## config.mk

```make
export PLATFORM = sky130hd
export DESIGN_NAME = cia_int_ack
export DESIGN_NICKNAME = d
export VERILOG_FILES = /design/src/cia_int_ack.v
export VERILOG_INCLUDE_DIRS = /design/src
export SDC_FILE = /design/constraint.sdc
export NUM_CORES = 1
export LEC_CHECK = 0
export BUFFER_PORTS_ARGS = -buffer_cell sky130_fd_sc_hd__buf_4
export CAP_MARGIN = 20
export CORE_MARGIN = 4
export CORE_UTILIZATION = 57
export CTS_CLUSTER_DIAMETER = 80
export CTS_CLUSTER_SIZE = 10
export DETAILED_ROUTE_END_ITERATION = 8
export GPL_ROUTABILITY_DRIVEN = 1
export GPL_TIMING_DRIVEN = 0
export PLACE_DENSITY = 0.82
export SYNTH_ARGS = -nofsm -noshare
export SYNTH_HDL_FRONTEND = slang
export SYNTH_SLANG_ARGS = --single-unit
export TNS_END_PERCENT = 50
```

## constraint.sdc

```tcl
create_clock -name clk -period 6.89 [get_ports clk]
set_input_delay 1.0335 -clock clk [delete_from_list [all_inputs] [get_ports clk]]
set_output_delay 1.0335 -clock clk [all_outputs]
set_load 0.1 [all_outputs]
```

## src/cia_consts.vh

```
// constants for the cpu interrupt acknowledge block
// assumes inclusion by cia_int_ack.v and the testbench; definitions only
`ifndef CIA_CONSTS_VH
`define CIA_CONSTS_VH

// -------------------------------------------------------------
// processor status word
// -------------------------------------------------------------
`define CIA_PSW_RESET 8'h02
`define CIA_PSW_ACC_EN 7
`define CIA_PSW_SVC_LVL 1

// -------------------------------------------------------------
// vectors
// -------------------------------------------------------------
`define CIA_TRAP_VEC 16'h003E
`define CIA_VEC_BASE 16'h0004

// -------------------------------------------------------------
// register byte offsets
// -------------------------------------------------------------
`define CIA_OFS_PSW 8'h00
`define CIA_OFS_PSW_SET 8'h04
`define CIA_OFS_PSW_CLR 8'h08
`define CIA_OFS_REQ 8'h0C
`define CIA_OFS_MASK 8'h10
`define CIA_OFS_PRIO 8'h14
`define CIA_OFS_STAT 8'h18

// -------------------------------------------------------------
// reset values and status fields
// -------------------------------------------------------------
`define CIA_FLAGS_ONES 32'hFFFFFFFF
`define CIA_STAT_BUSY 0
`define CIA_STAT_DEFER 1
`define CIA_STAT_SRC_LSB 8

`endif

```

## src/cia_int_ack.v

```verilog
// cpu interrupt acknowledge and nesting logic with avalon-mm register slave
// assumes the sequencer stalls while ack_busy is high and reports each
// instruction end with instr_done; stack memory lives outside this block
//
// Added by the designer: the placing of the registers and the Avalon-MM slave port.
`timescale 1ns/10ps
`include "cia_consts.vh"

module cia_int_ack #(
   parameter NSRC = 16,
   parameter IDXW = 4
) (
   input wire clk,
   input wire sys_rst,
   input wire [7:0] avs_address,
   input wire avs_read,
   input wire avs_write,
   input wire [31:0] avs_writedata,
   input wire [3:0] avs_byteenable,
   output reg [31:0] avs_readdata,
   output reg avs_waitrequest,
   input wire [NSRC-1:0] src_req,
   input wire instr_done,
   input wire instr_hold,
   input wire acc_on_exec,
   input wire acc_off_exec,
   input wire trap_exec,
   input wire push_status,
   input wire psw_pop,
   input wire [7:0] psw_pop_data,
   input wire [15:0] pc_now,
   output reg ack_busy,
   output reg stk_push,
   output reg stk_pc,
   output reg [15:0] stk_data,
   output reg vec_load,
   output reg [15:0] vec_addr,
   output reg [IDXW-1:0] ack_src,
   output reg [7:0] processor_status_word
);

   // ----------------------------------------------------------
   // sequencer states and service kinds
   // ----------------------------------------------------------
   localparam ST_IDLE = 3'b000;
   localparam ST_LOW = 3'b001;
   localparam ST_PSW = 3'b010;
   localparam ST_PC = 3'b011;
   localparam ST_VEC = 3'b100;

   localparam K_MASK = 2'b00;
   localparam K_TRAP = 2'b01;
   localparam K_PUSH = 2'b10;
   localparam [31:0] FLAGS_ONES = `CIA_FLAGS_ONES;

   // ----------------------------------------------------------
   // state
   // ----------------------------------------------------------
   reg [2:0] state_q;
   reg [1:0] kind_q;
   reg [IDXW-1:0] sel_q;
   reg sel_low_q;
   reg defer_q;
   reg [NSRC-1:0] req_q;
   reg [NSRC-1:0] mask_q;
   reg [NSRC-1:0] prio_q;

   // ----------------------------------------------------------
   // bus decode
   // ----------------------------------------------------------
   wire bus_req = avs_read | avs_write;
   wire wr_go = avs_write & ~avs_waitrequest;
   wire [31:0] wmask32 = {{8{avs_byteenable[3]}}, {8{avs_byteenable[2]}},
                          {8{avs_byteenable[1]}}, {8{avs_byteenable[0]}}};
   wire [NSRC-1:0] wmask = wmask32[NSRC-1:0];
   wire [NSRC-1:0] wdat = avs_writedata[NSRC-1:0];
   wire wr_psw = wr_go & avs_byteenable[0] & (avs_address == `CIA_OFS_PSW);
   wire wr_set = wr_go & avs_byteenable[0] & (avs_address == `CIA_OFS_PSW_SET);
   wire wr_clr = wr_go & avs_byteenable[0] & (avs_address == `CIA_OFS_PSW_CLR);
   wire wr_req = wr_go & (avs_address == `CIA_OFS_REQ);
   wire wr_mask = wr_go & (avs_address == `CIA_OFS_MASK);
   wire wr_prio = wr_go & (avs_address == `CIA_OFS_PRIO);

   // ----------------------------------------------------------
   // acceptance and arbitration
   // ----------------------------------------------------------
   function [IDXW-1:0] first_one;
      input [NSRC-1:0] v;
      integer k;
      begin
         first_one = {IDXW{1'b0}};
         // lowest index is the highest default priority
         for (k = NSRC - 1; k >= 0; k = k - 1) begin
            if (v[k]) begin
               first_one = k[IDXW-1:0];
            end
         end
      end
   endfunction

   wire acc_en = processor_status_word[`CIA_PSW_ACC_EN];
   wire svc_lvl = processor_status_word[`CIA_PSW_SVC_LVL];
   wire [NSRC-1:0] acc = req_q & ~mask_q;
   wire [NSRC-1:0] acc_hi = acc & ~prio_q;
   wire [NSRC-1:0] acc_lo = acc & prio_q & {NSRC{svc_lvl}};
   // boundary after a non-deferring instruction with no deferral standing
   wire at_bound = (state_q == ST_IDLE) & instr_done & ~instr_hold & ~defer_q
                   & ~trap_exec;
   wire any_acc = (|acc_hi) | (|acc_lo);
   wire take = at_bound & acc_en & any_acc;
   wire take_low = ~(|acc_hi);
   wire [IDXW-1:0] pick = take_low ? first_one(acc_lo)
                                   : first_one(acc_hi);
   wire start_trap = (state_q == ST_IDLE) & trap_exec;
   wire start_push = (state_q == ST_IDLE) & push_status & ~trap_exec;

   // ----------------------------------------------------------
   // request flags: hardware set beats every clear
   // ----------------------------------------------------------
   genvar gi;
   generate
      for (gi = 0; gi < NSRC; gi = gi + 1) begin : g_req
         wire acc_clr = (state_q == ST_VEC) & (kind_q == K_MASK) &
                        ({{(32-IDXW){1'b0}}, sel_q} == gi);
         always @(posedge clk or posedge sys_rst) begin
            if (sys_rst) begin
               req_q[gi] <= 1'b0;
            end else if (src_req[gi]) begin
               req_q[gi] <= 1'b1;
            end else if (acc_clr) begin
               req_q[gi] <= 1'b0;
            end else if (wr_req & wmask[gi]) begin
               req_q[gi] <= wdat[gi];
            end
         end
      end
   endgenerate

   // ----------------------------------------------------------
   // mask and priority flags
   // ----------------------------------------------------------
   always @(posedge clk or posedge sys_rst) begin
      if (sys_rst) begin
         mask_q <= FLAGS_ONES[NSRC-1:0];
         prio_q <= FLAGS_ONES[NSRC-1:0];
      end else begin
         if (wr_mask) begin
            mask_q <= (mask_q & ~wmask) | (wdat & wmask);
         end
         if (wr_prio) begin
            prio_q <= (prio_q & ~wmask) | (wdat & wmask);
         end
      end
   end

   // ----------------------------------------------------------
   // deferral after status and flag instructions or returns
   // ----------------------------------------------------------
   always @(posedge clk or posedge sys_rst) begin
      if (sys_rst) begin
         defer_q <= 1'b0;
      end else if (instr_done) begin
         defer_q <= instr_hold;
      end
   end

   // ----------------------------------------------------------
   // service sequencer
   // ----------------------------------------------------------
   always @(posedge clk or posedge sys_rst) begin
      if (sys_rst) begin
         state_q <= ST_IDLE;
         kind_q <= K_MASK;
         sel_q <= {IDXW{1'b0}};
         sel_low_q <= 1'b0;
      end else begin
         case (state_q)
            ST_IDLE: begin
               if (start_trap) begin
                  kind_q <= K_TRAP;
                  state_q <= ST_PSW;
               end else if (take) begin
                  kind_q <= K_MASK;
                  sel_q <= pick;
                  sel_low_q <= take_low;
                  // low level costs one extra clock
                  state_q <= take_low ? ST_LOW : ST_PSW;
               end else if (start_push) begin
                  kind_q <= K_PUSH;
                  state_q <= ST_PSW;
               end
            end
            ST_LOW: begin
               state_q <= ST_PSW;
            end
            ST_PSW: begin
               state_q <= (kind_q == K_PUSH) ? ST_IDLE : ST_PC;
            end
            ST_PC: begin
               state_q <= ST_VEC;
            end
            ST_VEC: begin
               state_q <= ST_IDLE;
            end
            default: begin
               state_q <= ST_IDLE;
            end
         endcase
      end
   end

   // ----------------------------------------------------------
   // stack and vector outputs
   // ----------------------------------------------------------
   always @(posedge clk or posedge sys_rst) begin
      if (sys_rst) begin
         stk_push <= 1'b0;
         stk_pc <= 1'b0;
         stk_data <= 16'h0000;
         vec_load <= 1'b0;
         vec_addr <= 16'h0000;
         ack_src <= {IDXW{1'b0}};
         ack_busy <= 1'b0;
      end else begin
         stk_push <= 1'b0;
         stk_pc <= 1'b0;
         vec_load <= 1'b0;
         ack_busy <= (state_q != ST_IDLE) | start_trap | take | start_push;
         case (state_q)
            ST_PSW: begin
               // status word goes first, pc second
               stk_push <= 1'b1;
               stk_data <= {8'h00, processor_status_word};
            end
            ST_PC: begin
               stk_push <= 1'b1;
               stk_pc <= 1'b1;
               stk_data <= pc_now;
            end
            ST_VEC: begin
               vec_load <= 1'b1;
               ack_src <= sel_q;
               if (kind_q == K_TRAP) begin
                  vec_addr <= `CIA_TRAP_VEC;
               end else begin
                  vec_addr <= `CIA_VEC_BASE + {{(15-IDXW){1'b0}}, sel_q, 1'b0};
               end
            end
            default: begin
               stk_data <= stk_data;
            end
         endcase
      end
   end

   // ----------------------------------------------------------
   // status word
   // ----------------------------------------------------------
   always @(posedge clk or posedge sys_rst) begin
      if (sys_rst) begin
         processor_status_word <= `CIA_PSW_RESET;
      end else if (state_q == ST_VEC) begin
         // any accept drops enable, so nesting needs a new enable
         processor_status_word[`CIA_PSW_ACC_EN] <= 1'b0;
         if (kind_q == K_MASK) begin
            processor_status_word[`CIA_PSW_SVC_LVL] <= sel_low_q;
         end
      end else if (psw_pop) begin
         // maskable return, trap return and pop all reload here
         processor_status_word <= psw_pop_data;
      end else if (acc_on_exec) begin
         processor_status_word[`CIA_PSW_ACC_EN] <= 1'b1;
      end else if (acc_off_exec) begin
         processor_status_word[`CIA_PSW_ACC_EN] <= 1'b0;
      end else if (wr_psw) begin
         processor_status_word <= avs_writedata[7:0];
      end else if (wr_set) begin
         processor_status_word <= processor_status_word | avs_writedata[7:0];
      end else if (wr_clr) begin
         processor_status_word <= processor_status_word & ~avs_writedata[7:0];
      end
   end

   // ----------------------------------------------------------
   // avalon slave: one wait cycle, then the answer
   // ----------------------------------------------------------
   always @(posedge clk or posedge sys_rst) begin
      if (sys_rst) begin
         avs_waitrequest <= 1'b1;
         avs_readdata <= 32'h00000000;
      end else if (bus_req & avs_waitrequest) begin
         avs_waitrequest <= 1'b0;
         case (avs_address)
            `CIA_OFS_PSW: begin
               avs_readdata <= {24'h000000, processor_status_word};
            end
            `CIA_OFS_REQ: begin
               avs_readdata <= {{(32-NSRC){1'b0}}, req_q};
            end
            `CIA_OFS_MASK: begin
               avs_readdata <= {{(32-NSRC){1'b0}}, mask_q};
            end
            `CIA_OFS_PRIO: begin
               avs_readdata <= {{(32-NSRC){1'b0}}, prio_q};
            end
            `CIA_OFS_STAT: begin
               avs_readdata <= 32'h00000000;
               avs_readdata[`CIA_STAT_BUSY] <= ack_busy;
               avs_readdata[`CIA_STAT_DEFER] <= defer_q;
               avs_readdata[`CIA_STAT_SRC_LSB+IDXW-1:`CIA_STAT_SRC_LSB] <= ack_src;
            end
            default: begin
               avs_readdata <= 32'h00000000;
            end
         endcase
      end else begin
         avs_waitrequest <= 1'b1;
      end
   end

endmodule

```

## Yosys cells after proc, flatten, opt, wreduce, memory -nomap -nowiden

Cells that the tools add are included.

- Bits in registers: 140
- Input bits: 95
- Output and inout bits: 81

- $add $sub $neg: 1
- Equality and inequality tests: 33
- Muxes and demuxes: 108
- Bitwise operators: 64
- Reduce and logical (&&, ||, !) cells: 33

Operators with widths:

| operator | count |
|---|---|
| 4-bit two-way mux | 33 |
| 16-bit bitwise AND | 7 |
| 16-bit case mux with 5 select lines | 1 |
| 1-bit two-way mux | 57 |
| 3-bit nonzero test | 18 |
| 16-bit inverter | 3 |
| 1-bit bitwise AND | 37 |
| 4-bit == test (second input constant) | 8 |
| 8-bit two-way mux | 4 |
| 16-bit OR | 2 |
| 16-bit case mux with 2 select lines | 1 |
| 16-bit OR reduction | 2 |
| 8-bit by 5-bit == test with 1-bit output (second input constant) | 3 |
| 4-bit by 3-bit == test with 1-bit output (second input constant) | 4 |
| 8-bit by 4-bit == test with 1-bit output (second input constant) | 2 |
| 7-bit two-way mux | 2 |
| 3-bit case mux with 4 select lines | 1 |
| 2-bit two-way mux | 5 |
| 3-bit two-way mux | 3 |
| 8-bit bitwise AND | 1 |
| 4-bit by 2-bit == test with 1-bit output (second input constant) | 2 |
| 8-bit by 3-bit == test with 1-bit output (second input constant) | 1 |
| 8-bit zero test | 1 |
| 8-bit inverter | 1 |
| 25 further kinds | 40 |

## Logic depth before layout (Yosys ltp)

Gate-level depths: netlist (run 1).

- Word-level depth: 21
- Mapped depth: 9
- Mapped depth without buffers: 6

## Least setup slack after synthesis (run 1)

No wires, ideal clock.

- Path kind: input to register
- Start: input avs_address[1]
- End: register (tool-made name)
- Library setup time: 82 ps
- Arrival: 2610 ps
- Required time: 6808 ps
- Setup slack: 4198 ps
- Stages on the path: 8
- Path buffers: 2
- Cell sequence: nor4_1 > nand3_1 > or2_1 > buf_2 > nor2_1 > and2_1 > buf_4 > mux2_2

RTL lines:

| item | RTL line | source |
|---|---|---|
| from (decl) | cia_int_ack.v:15 | `input wire [7:0] avs_address,` |

## Worst setup path in the final report (run 1)

- Start: input avs_address[1]
- End: register avs_readdata[3]

- Cells in the longest elaborated chain, start to end: 2

RTL lines:

| item | RTL line | source |
|---|---|---|
| 8-bit by 5-bit == test with 1-bit output (tied with other cells) | cia_int_ack.v:293 | `case (avs_address)` |
| 16-bit case mux with 5 select lines (*) | cia_int_ack.v:293 |  |
| to (signal assigned) | cia_int_ack.v:295 | `avs_readdata <= {24'h000000, processor_status_word};` |
| to (signal assigned) | cia_int_ack.v:298 | `avs_readdata <= {{(32-NSRC){1'b0}}, req_q};` |
| to (signal assigned) | cia_int_ack.v:301 | `avs_readdata <= {{(32-NSRC){1'b0}}, mask_q};` |
| to (decl) | cia_int_ack.v:20 | `output reg [31:0] avs_readdata,` |

Mark *: on every way between the ends. The rest lies on a longest branch, timed or not.
A chain may end at the register's enable or synchronous reset.

==> run metrics, run 1 <==
status=finished, final reports clean; WHS=471 ps; Critical Path Fanout Max=10; core area=10500 um^2; relative slew slack=27.5%; PwrDens=377 nW/um^2; final non-filler cell total=955; commonest non-fill, non-tap cell in the layout=buf_4; Setup Buffers After CTS=0; highest-count cells in the layout ignoring fill and taps=159 x buf_4, 79 x dfrtp_1, 75 x nand2_1; nets=902; synthesized area=6220 um^2; largest net degree at the start of global routing=60; sequential element share of the synthesized area=46.1%; crit path launch type=input pin; Synth-to-Final Area Change=29.1%; unrepaired setup endpoints after global routing=false; remaining antenna violation count=0; Die Height=112 um; cell taking the most area after synthesis=dfrtp_1; Syn Area/Cell=9.87 um^2; sw power=0.00144 W; WP data arrival=3510 ps; part of the power in registers=29.4%; Clk Latency, worst-skew pair=520 ps; mux cell area share after synthesis=10.6%; Vias/cell=6.06; DP Area=7490 um^2; initial antenna violation count=0; post-synthesis compound-gate area fraction=15.3%; Synth Area in Simple Gates=20.9%; Int Pwr=0.00158 W; Req. time, crit path=7330 ps; gpl congestion=0.927; total inserted antenna cells=0; IO buf count=130; number of synthesized register bits=113; Synth area leaders=dfrtp_1 32%, dfstp_2 14%, mux2_2 6.0%, mux2i_1 4.7%, nand2_1 4.5%; vias=5788; Tot Pwr=0.00302 W; # resized after CTS=0; DRT Wirelength=18800 um; Die Wd=112 um; aggregate global-route resource usage=30.1%; Worst setup EP type=flip-flop; clk_skew=9.04 ps; FF-to-FF path depth=8; grt ovf=0; drc violations=0; Hold Startpoint=stk_data[15]; Final Hold Fails=0; Worst Hold Path EP=stk_data[15]; total negative slack=0 ps; yosys synthesis warning count=0; Root Buffer=clkbuf_8; fmax=325 MHz; EDFF count, synth=0; # fillers=741; Clock power frac=26.4%; r2r setup slk=4130 ps; Net Sw Frac=47.6%; I/O Pins=176; Mapped Cells=630; Final min period=3080 ps; proportion of layout cells with a drive suffix above 1=34.4%; Core Rows=37; vias in the first global route=5671; fraction of registers with async set or reset after synthesis=100%; maximum vdd drop=0.000437 V; fin crit share=44.6%; Hold Buf Count CTS=0; Worst-path clk slew=60 ps; TritonCTS clock tree=yes; DRT Pass-1 Iters=5; largest family of logic cells by synthesized area=simple AND/OR/NAND/NOR gates; worst-case clock buffer depth=2; WL/cell=19.7 um; Initial Util=59.4%; Gate power share=44.2%; P_leak=3.78 nW; Slew @ Worst Pin=1080 ps; Synth top area share=31.8%; DR iter-0 viols=569; Slew Limit Fails=0; Inst Count DP=923; cell area after layout=8030 um^2; Worst Hold Depth=2; hpwl dp=14000 um; first-pass GRT wire length=29900 um; CTS Sinks=113; setup violators final=0; Unique masters post-synth=65; H-tree lvl count=4; Max-Cap Viols=0; Post-Synth Adder-Cell Area=0.201%; CTS buffer count=17; Hold WC Path Type=flip-flop to flip-flop; area share of xor/xnor cells in the synthesized design=0.282%; dominant register cell in the synthesized netlist=dfrtp_1; Setup Crit Path Kind=input pin to flip-flop; RR Endpoint=sel_q[1]; die area=12600 um^2
## cells in the mapped netlist (all sizes together), types with 10 or more instances
cell,number
nor2,52
nand4b,12
inv,14
mux2,33
a21oi,13
a31oi,15
nand2,76
dfstp,34
dfrtp,79
o21ai,37
mux2i,29
buf,41
clkbuf,18
nor3,12
o21bai,17
a222oi,10
nand3,20
nor3b,19
## through the flow
stage          utilization [%]  setup WS (ps)
5_1_grt                   76.7           3790
4_1_cts                   76.7           3980
2_1_floorplan                -           2930
3_3_place_gp              71.3           1790
3_5_place_dp              71.6           3440
6_report                  76.7           3810
## cells by family (layout without fill, tap and decap cells)
family | count (synthesis) | in the layout
AOI/OAI and AO/OA | 137 | 137
buffers and inverters | 74 | 237
other | 1 | 27
muxes | 62 | 62
adders and majority gates | 1 | 1
DFF | 113 | 113
xor gates and xnor gates | 2 | 2
and+or+nand+nor | 240 | 240
## power by group through the flow
stage	Clock (W)	Sequential (W)	Combinational (W)
after floorplan	0	0.00151	0.000385
after global routing	0.000832	0.000907	0.00140
final	0.000797	0.000889	0.00134
after CTS	0.000799	0.000887	0.00134
after global placement	0	0.000889	0.00130
after detailed placement	0	0.000895	0.00133
## how the worst max path moves through the flow
stage	start	to	slack (ps)	cells past startpoint
after global placement	sys_rst	vec_addr[5]	1790	2
after detailed placement	avs_address[1]	avs_readdata[3]	3440	8
final	avs_address[1]	avs_readdata[3]	3810	8
after floorplan	sys_rst	asynchronous set/reset pin	2930	1
after global routing	avs_address[1]	avs_readdata[3]	3790	8
after CTS	avs_address[1]	avs_readdata[3]	3980	8
## routing by layer
| layer | vias to the layer above | GRT usage, % | share of wire (%) |
|---|---|---|---|
| li1 | 2613 | - | - |
| met1 | 2783 | 40.6 | 41 |
| met2 | 333 | 46.8 | 46 |
| met3 | 59 | 7.60 | 9.8 |
| met4 | 0 | 12.1 | 3.1 |
| met5 | - | 0 | 0 |
## critical path, stage by stage
cell	delay (ps)
buf_4	120
nor4_1	590
nand3_1	300
nor3b_2	550
buf_2	360
a222oi_1	130
a21boi_0	220
o21ai_0	200
## cell type report
| type | count | area (um^2) | area share [%] |
|---|---|---|---|
| repair buffers | 131 | 1000 | 12.5 |
| well taps | 136 | 170 | 2.12 |
| clock buffers | 25 | 474 | 5.91 |
| plain buffers | 59 | 343 | 4.27 |
| inverters | 15 | 58.8 | 0.733 |
| flip-flops and latches | 113 | 2870 | 35.8 |
| clock inverters | 7 | 60.1 | 0.748 |
| multi-input cells | 469 | 3050 | 38.0 |
Note: power is estimated with default switching activity, not from simulation.
==> run 2: changes to the inputs <==
--- a/config.mk
+++ b/config.mk
@@ -9,13 +9,13 @@
 export BUFFER_PORTS_ARGS = -buffer_cell sky130_fd_sc_hd__buf_4
 export CAP_MARGIN = 20
 export CORE_MARGIN = 4
-export CORE_UTILIZATION = 57
+export CORE_UTILIZATION = 48
 export CTS_CLUSTER_DIAMETER = 80
 export CTS_CLUSTER_SIZE = 10
 export DETAILED_ROUTE_END_ITERATION = 8
 export GPL_ROUTABILITY_DRIVEN = 1
 export GPL_TIMING_DRIVEN = 0
-export PLACE_DENSITY = 0.82
+export PLACE_DENSITY = 0.73
 export SYNTH_ARGS = -nofsm -noshare
 export SYNTH_HDL_FRONTEND = slang
 export SYNTH_SLANG_ARGS = --single-unit
==> constraint.sdc (replaced) <==
create_clock -name clk -period 2.8 [get_ports clk]
set_input_delay 0.42 -clock clk [delete_from_list [all_inputs] [get_ports clk]]
set_output_delay 0.42 -clock clk [all_outputs]
set_load 0.1 [all_outputs]
==> run metrics, run 2 (same netlist as run 1, synthesis figures left out) <==
status=finished, final reports clean; Root Buffer=clkbuf_16; proportion of layout cells with a drive suffix above 1=34.8% (+0.32 points); TritonCTS clock tree=yes; grt ovf=0 (unchanged); highest-count cells in the layout ignoring fill and taps=159 x buf_4, 79 x dfrtp_1, 75 x nand2_1; nets=903 (+0.11%); PwrDens=912 nW/um^2 (+140%); gpl congestion=0.975 (+5.2%); final non-filler cell total=992 (+3.9%); crit path launch type=flip-flop; vias=5609 (-3.1%); total negative slack=0 ps (unchanged); drc violations=0 (unchanged); aggregate global-route resource usage=25.0% (-5.1 points); Hold Buf Count CTS=0 (unchanged); Worst setup EP type=flip-flop; Die Wd=122 um (+8.3%); CTS Sinks=113 (unchanged); first-pass GRT wire length=28500 um (-4.4%); maximum vdd drop=0.000845 V (+93%); Critical Path Fanout Max=10 (unchanged); Max-Cap Viols=0 (unchanged); Clk Latency, worst-skew pair=420 ps (-100 ps); die area=14800 um^2 (+17%); vias in the first global route=5425 (-4.3%); WL/cell=18.8 um (-4.6%); DRT Pass-1 Iters=8 (+3); Worst-path clk slew=50 ps (about the same); relative slew slack=50.3% (+23 points); Die Height=122 um (+8.3%); WP data arrival=2940 ps (-570 ps); CTS buffer count=17 (unchanged); Hold WC Path Type=input pin to asynchronous set/reset pin; P_leak=3.79 nW (+0.12%); DRT Wirelength=18700 um (-0.93%); fmax=382 MHz; hpwl dp=14200 um (+1.2%); Setup Crit Path Kind=flip-flop to flip-flop; initial antenna violation count=0 (unchanged); Slew @ Worst Pin=744 ps (-335 ps); total inserted antenna cells=0 (unchanged); largest net degree at the start of global routing=46 (-23%); IO buf count=130 (unchanged); # fillers=1105 (+49%); worst-case clock buffer depth=2 (unchanged); Vias/cell=5.65 (-6.7%); unrepaired setup endpoints after global routing=false; fin crit share=93.5%; Slew Limit Fails=0 (unchanged); I/O Pins=176 (unchanged); Final Hold Fails=0 (unchanged); Req. time, crit path=3120 ps (-4210 ps); Final min period=2620 ps; Initial Util=49.1% (-10 points); r2r setup slk=180 ps (-3950 ps); remaining antenna violation count=0 (unchanged); Core Rows=41 (+11%); DR iter-0 viols=585 (+2.8%); core area=12700 um^2 (+21%); H-tree lvl count=4 (unchanged); clk_skew=6.68 ps (-2.36 ps); commonest non-fill, non-tap cell in the layout=buf_4; setup violators final=0 (unchanged); Inst Count DP=960 (+4.0%); Synth-to-Final Area Change=30.0%
[run 2: power by group]
group          switching [W]  leakage (nW)  internal (W)  total (W)
combinational        0.00254          2.22      0.000717    0.00326
clock               0.000710         0.268       0.00121    0.00192
sequential          0.000248          1.30       0.00195    0.00219
[run 2: area by class of cell]
class                      instances  area [um^2]  area share [%]
multi-input combinational        469         3050            37.7
sequential                       113         2870            35.5
timing repair buffer             132         1020            12.6
clock buffer                      26          499            6.17
buffer                            59          344            4.25
tap                              172          215            2.66
inverter                          15         60.1           0.743
clock inverter                     6         30.0           0.371
[run 2: path summary, 6_finish.rpt]
check / from / endpoint / cells past startpoint
max: flip-flop / sel_q[1] / 8
min in group clk: src_req[14] / req_q[14] / 2
max reg2reg: flip-flop / sel_q[1] / 8
min: sys_rst / stk_data[12] / 2
max in group asynchronous: sys_rst / asynchronous set/reset pin / 3
min reg2reg: stk_data[8] / stk_data[8] / 2
[run 2: repair_timing]
| item | CTS | global route |
|---|---|---|
| gates resized for setup | 0 | 3 |
| setup endpoints to repair | 0 | 6 |
| setup buffers | 0 | 0 |
[run 2: routing by layer]
layer | up-vias | track usage, % | share of wire (%)
met1 | 2745 | 34.4 | 43
li1 | 2607 | - | -
met5 | - | 0 | 0
met2 | 228 | 39.7 | 48
met3 | 29 | 5.01 | 6.8
met4 | 0 | 8.75 | 2.0
[run 2: per-stage QoR]
step	setup slack [ps]	total power (W)	hold slack [ps]	area (um^2)	utilization, %
2_1_floorplan	563	0.00467	489	6320	-
3_3_place_gp	122	0.00540	454	7510	59.3
3_5_place_dp	74.9	0.00546	460	7550	59.6
4_1_cts	50.3	0.00739	141	8080	63.8
5_1_grt	91.9	0.00765	173	8090	63.8
6_report	181	0.00737	136	8090	63.8
[run 2: worst max-delay path, cell delays in order (launching register included)]
cell	delay, ps
dfstp_2	590
clkbuf_1	470
nand4b_1	280
nand4_1	170
nor3_1	80
a31oi_1	440
buf_4	270
nor2_1	50
a31oi_1	180
